==> config.mk <==
export PLATFORM = sky130hd
export DESIGN_NAME = pxs_regs
export DESIGN_NICKNAME = d
export VERILOG_FILES = /design/src/common/pxs_pkg.sv /design/src/design/pxs_regs.sv
export VERILOG_INCLUDE_DIRS = /design/src /design/src/common
export SDC_FILE = /design/constraint.sdc
export NUM_CORES = 1
export LEC_CHECK = 0
export ABC_AREA = 0
export BUFFER_PORTS_ARGS = -buffer_cell sky130_fd_sc_hd__buf_2
export CAP_MARGIN = 10
export CELL_PAD_IN_SITES_DETAIL_PLACEMENT = 1
export CELL_PAD_IN_SITES_GLOBAL_PLACEMENT = 2
export CORE_ASPECT_RATIO = 1.75
export CORE_UTILIZATION = 22
export CTS_CLUSTER_SIZE = 12
export DETAILED_ROUTE_END_ITERATION = 8
export PLACE_DENSITY_LB_ADDON = 0.05
export SLEW_MARGIN = 20
export SYNTH_ARGS = -nofsm -noshare
export SYNTH_HDL_FRONTEND = slang
export SYNTH_SLANG_ARGS = --single-unit
==> constraint.sdc <==
create_clock -name ref_clk -period 3.03 [get_ports ref_clk]
set_input_delay 0.4545 -clock ref_clk [delete_from_list [all_inputs] [get_ports ref_clk]]
set_output_delay 0.4545 -clock ref_clk [all_outputs]
set_load 0.005 [all_outputs]
==> src/common/pxs_map.svh <==
// Purpose: Offsets, field positions, reset values and codes of the capability word
// Assumes: Included by bare name; one aligned 32-bit word per register
// Notes:   Event register layout mirrors status bits 21:18
// Behaviour
// - Capability identifier byte reads fixed 07h
// - Next-capability pointer reads fixed 90h
// - Bit 16 reads zero: no 64-bit
// - Bit 17 shows 133MHz ability, mode dependent
// - Set bit 18 on dropped split completion
// - Bit 18 zero in reverse, clearable forward
// - Set bit 19 on unmatched own-ID completion
// - Bit 19 forced zero in forward mode
// - Set bit 20 on buffer-full completion cut
// - Set bit 21 when split request delayed
// - Bits 24:22 encode secondary clock class
// - Clock class reads zero in reverse mode
`ifndef PXS_MAP_SVH
`define PXS_MAP_SVH
`define PXS_OFS_CAP      8'h80
`define PXS_OFS_CTRL     8'h88
`define PXS_OFS_IMASK    8'h8c
`define PXS_CAP_ID       8'h07
`define PXS_NEXT_PTR     8'h90
`define PXS_BIT_64       16
`define PXS_BIT_133      17
`define PXS_BIT_DISC     18
`define PXS_BIT_UNEXP    19
`define PXS_BIT_OVRUN    20
`define PXS_BIT_DELAY    21
`define PXS_CLK_LSB      22
`define PXS_CLK_CONV     3'h0
`define PXS_CLK_66       3'h1
`define PXS_CLK_133      3'h2
`define PXS_CTRL_REV     0
`define PXS_CTRL_C133    1
`define PXS_CTRL_CLK_LSB 4
`define PXS_CTRL_RST     32'h0000_0002
`endif

==> src/common/pxs_pkg.sv <==
// Purpose: Types of the capability/status register group
// Assumes: Constants live in pxs_map.svh
// Notes:   Flags held as a 4-bit vector, bit 0 = discarded completion
package pxs_pkg;
  typedef struct packed {
    logic       disc;
    logic       unexp;
    logic       ovrun;
    logic       delay;
  } pxs_evt_t;

  typedef struct packed {
    logic        hsel;
    logic [31:0] haddr;
    logic [1:0]  htrans;
    logic        hwrite;
    logic [2:0]  hsize;
  } pxs_ahb_req_t;

  typedef struct packed {
    logic        dph_act;
    logic        dph_wr;
    logic [7:0]  dph_addr;
    logic        hready;
    logic [31:0] hrdata;
    logic [3:0]  flags;
    logic [3:0]  imask;
    logic        rev_mode;
    logic        cap133;
    logic [2:0]  clk_class;
    logic        irq;
  } pxs_state_t;
endpackage

==> src/design/pxs_regs.sv <==
// Purpose: Capability word at 80h with secondary status, AHB-Lite slave
// Assumes: Single word transfers; zero-wait slave; OKAY always
// Notes:   Mode and clock class come from a control register at 88h
//
// Added by the designer: the AHB-Lite interface to the registers.
`timescale 1ns/1ps
`include "pxs_map.svh"
module pxs_regs #(
  parameter int ADDR_W = 8
) (
  input  wire logic                 ref_clk,
  input  wire logic                 reset,
  input  wire logic                 hsel,
  input  wire logic [31:0]          haddr,
  input  wire logic [1:0]           htrans,
  input  wire logic                 hwrite,
  input  wire logic [2:0]           hsize,
  input  wire logic [31:0]          hwdata,
  input  wire logic                 hready,
  output logic                      hreadyout,
  output logic                      hresp,
  output logic [31:0]               hrdata,
  input  wire pxs_pkg::pxs_evt_t    evt,
  output logic                      irq,
  output logic                      rev_mode
);
  initial begin
    if (ADDR_W < 8 || ADDR_W > 32) $error("ADDR_W must be 8..32");
  end

  pxs_pkg::pxs_state_t st_r;
  pxs_pkg::pxs_state_t st_nxt;
  logic [3:0] set_v;
  logic [3:0] clr_v;
  logic [31:0] cap_word;

  // Addressed word match used for reads and writes
  function automatic logic hit(input logic [7:0] a, input logic [7:0] ofs);
    return a[7:2] == ofs[7:2];
  endfunction

  // Assemble the capability and secondary status word
  always_comb begin
    cap_word = 32'h0;
    cap_word[7:0]  = `PXS_CAP_ID;
    cap_word[15:8] = `PXS_NEXT_PTR;
    cap_word[`PXS_BIT_64] = 1'b0;
    cap_word[`PXS_BIT_133] = st_r.cap133 & ~st_r.rev_mode;
    cap_word[`PXS_BIT_DELAY:`PXS_BIT_DISC] = st_r.flags;
    cap_word[`PXS_CLK_LSB+2:`PXS_CLK_LSB] =
      st_r.rev_mode ? 3'h0 : st_r.clk_class;
  end

  // Event sets, discard and unexpected filtered by bridge mode; write-one clears from the capability word
  always_comb begin
    set_v = 4'h0;
    set_v[0] = evt.disc & ~st_r.rev_mode;
    set_v[1] = evt.unexp & st_r.rev_mode;
    set_v[2] = evt.ovrun;
    set_v[3] = evt.delay;
    clr_v = 4'h0;
    if (st_r.dph_act && st_r.dph_wr && hit(st_r.dph_addr, `PXS_OFS_CAP)) begin
      clr_v = hwdata[`PXS_BIT_DELAY:`PXS_BIT_DISC];
    end
  end

  // Next state: bus phases, registers, flags
  always_comb begin
    st_nxt = st_r;
    st_nxt.hready = 1'b1;
    // Flags: set wins over clear, mode gates hold bits at zero
    st_nxt.flags = (st_r.flags & ~clr_v) | set_v;
    if (st_r.rev_mode) begin
      st_nxt.flags[0] = 1'b0;
    end else begin
      st_nxt.flags[1] = 1'b0;
    end
    if (st_r.dph_act && st_r.dph_wr) begin
      if (hit(st_r.dph_addr, `PXS_OFS_CTRL)) begin
        st_nxt.rev_mode  = hwdata[`PXS_CTRL_REV];
        st_nxt.cap133    = hwdata[`PXS_CTRL_C133];
        st_nxt.clk_class = hwdata[`PXS_CTRL_CLK_LSB+2:`PXS_CTRL_CLK_LSB];
      end
      if (hit(st_r.dph_addr, `PXS_OFS_IMASK)) begin
        st_nxt.imask = hwdata[3:0]; // Mask word keeps flags at bits 3:0
      end
    end
    // Address phase capture
    st_nxt.dph_act  = hsel && hready && htrans[1];
    st_nxt.dph_wr   = hwrite;
    st_nxt.dph_addr = haddr[7:0];
    st_nxt.hrdata   = 32'h0;
    if (hsel && hready && htrans[1] && !hwrite) begin
      if (hit(haddr[7:0], `PXS_OFS_CAP)) begin
        st_nxt.hrdata = cap_word;
        st_nxt.hrdata[`PXS_BIT_DELAY:`PXS_BIT_DISC] = st_nxt.flags;
      end else if (hit(haddr[7:0], `PXS_OFS_CTRL)) begin
        st_nxt.hrdata = {25'h0, st_r.clk_class, 2'h0, st_r.cap133, st_r.rev_mode};
      end else if (hit(haddr[7:0], `PXS_OFS_IMASK)) begin
        st_nxt.hrdata = {28'h0, st_r.imask};
      end
    end
    st_nxt.irq = |(st_nxt.flags & st_nxt.imask);
  end

  // State register
  always_ff @(posedge ref_clk) begin
    if (reset) begin
      st_r <= '0;
      st_r.hready <= 1'b1;
      st_r.cap133 <= 1'b1; // Clock class field comes out of reset as 000
    end else begin
      st_r <= st_nxt;
    end
  end

  assign hreadyout = st_r.hready;
  assign hresp     = 1'b0;
  assign hrdata    = st_r.hrdata;
  assign irq       = st_r.irq;
  assign rev_mode  = st_r.rev_mode;
endmodule

==> impl_metrics.json <==
{
  "initial_core_util_pct": 22.6,
  "tightest_slew_ps": 629,
  "clkSlewWorstSetupHoldPaths_ps": 60,
  "cts.sinks": 38,
  "place_congestion": 0.645,
  "crit_path_max_fanout": 7,
  "yosys_register_bits": 38,
  "critPathLaunchType": "input port",
  "drc": 0,
  "numPortBuffers": 45,
  "post-route-period-util_pct": 65.7,
  "cts_hold_buf": 0,
  "holdCritPathClass": "input port to flop",
  "io_pins": 114,
  "cts_resized": 0,
  "dieArea_sq_um": 7340,
  "skew_ps": 2.36,
  "viasPerCell": 3.90,
  "dp_hpwl_um": 2720,
  "relSlewSlack_pct": 57.9,
  "leakage_uw": 0.000848,
  "grt-ovfl-total": 0,
  "synthesis.instances": 162,
  "min_from": "haddr[5]",
  "postRouteAntennaNets": 0,
  "antenna_found_initial": 0,
  "rows": 40,
  "worstRegToRegCells": 5,
  "period_needed_ps": 1990,
  "synthToLayoutAreaGrowth_pct": 16.9,
  "antennaDiodeCount": 0,
  "yosysUniqueCellTypes": 30,
  "cts_tree": "yes",
  "slew_violations": 0,
  "grt_max_degree": 22,
  "path_class": "input port to flop",
  "holdPathEnd": "st_r[52]$_SDFF_PP0_",
  "die_y_um": 113,
  "wire_per_inst_um": 12.5,
  "grt_pass1_wl_um": 5520,
  "die_width_um": 65.2,
  "netlist_area_sq_um": 1540,
  "mostFrequentLayoutCells": "buf_2, dfxtp_1, nor2_1, conb_1",
  "final_common_cell": "buf_2",
  "reg2reg_from": "st_r[54]$_SDFF_PP0_",
  "regToRegEndpoint": "irq$_SDFF_PP0_",
  "wl_um": 3400,
  "setup_violations": 0,
  "fin_setup_tns_ps": 0,
  "dp.cells": 265,
  "min_path_cells": 2,
  "cts_buffers": 5,
  "p_per_area_nw_per_um2": 633,
  "nets": 266,
  "fmax_mhz": 502,
  "rrSetupSlack_ps": 1200,
  "coreArea_sq_um": 6810,
  "startpoint": "haddr[4]",
  "peakVddDrop_v": 0.000197,
  "htreeDepth": 2,
  "critPathRequiredTime_ps": 3250,
  "fin_area_sq_um": 1800,
  "post_dp_cell_area_sq_um": 1630,
  "cts_root_buf": "clkbuf_16",
  "rsz0062_at_grt": "no",
  "dr.pass1.iters": 2,
  "avgSynthCellArea_sq_um": 9.48,
  "finalWorstSetupSlack_ps": 1040,
  "track_usage_pct": 10.3,
  "hold_viol": 0,
  "clock_latency_ps": 280,
  "postCtsSetupBuffers": 0,
  "drive_above_1_share_pct": 29.1,
  "stdcell_count": 273,
  "finalPower_uw": 1140,
  "worstPathArrival_ps": 2210,
  "cap_violations": 0,
  "drt-initial-drc-count": 21,
  "end_kind": "flop",
  "status": "completed",
  "grt_pass1_vias": 1112,
  "yosys_warnings": 0,
  "cts_max_path_buffers": 2,
  "fillers": 856,
  "vias": 1065,
  "dpl_worst_slack_ps": 717,
  "synth-seq-area-share_pct": 49.5
}
==> critical path: stages <==
cell and delay, ps:
buf_2 100, or4b_1 510, or3_1 450, or2_1 410, nor2_4 150, and2_1 130
==> cell families after synthesis <==
kind of cell / after synthesis / share of synthesized area [%]
buffers and inverters: 48 / 20.7
multiplexers: 8 / 5.21
AND/OR/NAND/NOR: 52 / 18.5
flip-flops: 38 / 49.5
AO/OA/AOI/OAI: 14 / 5.62
other: 2 / 0.489
==> power by group <==
| group | switching [uW] | total, uW | internal (uW) |
|---|---|---|---|
| Combinational | 27.0 | 46.1 | 19.1 |
| Sequential | 2.69 | 511 | 508 |
| Clock | 195 | 580 | 385 |
| Total | 225 | 1140 | 912 |
==> worst max path at each step <==
stage | end | slack, ps | cells past startpoint
floorplan | hrdata[22]$_SDFF_PP0_ | 1060 | 7
global placement | hrdata[22]$_SDFF_PP0_ | 730 | 6
detailed placement | hrdata[22]$_SDFF_PP0_ | 720 | 6
CTS | hrdata[22]$_SDFF_PP0_ | 1010 | 6
global route | hrdata[18]$_SDFF_PP0_ | 970 | 5
finish | hrdata[22]$_SDFF_PP0_ | 1040 | 6
==> synth_stat cells <==
library cell	instances	area, sq um
a31oi_1	2	12.5
nand4_1	4	25.0
and4bb_2	1	12.5
or4b_1	1	10.0
inv_1	7	26.3
nor2_1	20	75.1
dfxtp_1	38	761
buf_4	34	255
or2_1	1	6.26
nor2b_1	8	50.1
o21ai_0	1	5.00
conb_1	2	7.51
and2_1	6	37.5
nand3_1	3	15.0
a41oi_1	1	8.76
nand2_1	1	3.75
o22ai_1	1	6.26
a21oi_1	6	30.0
o21a_1	1	7.51
clkbuf_1	4	15.0
mux2i_1	8	80.1
nor3b_1	1	7.51
or3_1	1	6.26
nor3_1	3	15.0
nor2_4	1	11.3
nand4b_1	1	8.76
o32ai_1	1	8.76
buf_6	1	11.3
o211ai_1	1	7.51
buf_2	2	10.0
==> stage by stage <==
stage	hold WS, ps	utilization (%)
finish	401	26.4
global route	420	26.4
CTS	397	26.4
detailed placement	469	24.0
global placement	456	24.0
floorplan	438	-
==> state kept, by name (all words and copies together), names as in the netlist <==
name,cells
irq,1
st_r,16
rev_mode,1
cap_word,4
hrdata,16
==> final cells by class <==
class / count / area [sq um] / area share (%)
tap: 84 / 105 / 5.85
clock inverter: 3 / 40.0 / 2.23
multi-input combinational: 91 / 514 / 28.6
sequential: 38 / 761 / 42.3
inverter: 7 / 26.3 / 1.46
timing repair buffer: 45 / 225 / 12.5
clock buffer: 5 / 125 / 6.96
==> routing by layer <==
layer / wire, um / share of wire (%) / global-route usage, %
met1: 1190 / 35 / 9.81
met2: 1940 / 57 / 19.1
met3: 195 / 5.7 / 2.85
met4: 74 / 2.2 / 5.65
met5: 0 / 0 / 0
Note: power is estimated with default switching activity, not from simulation.
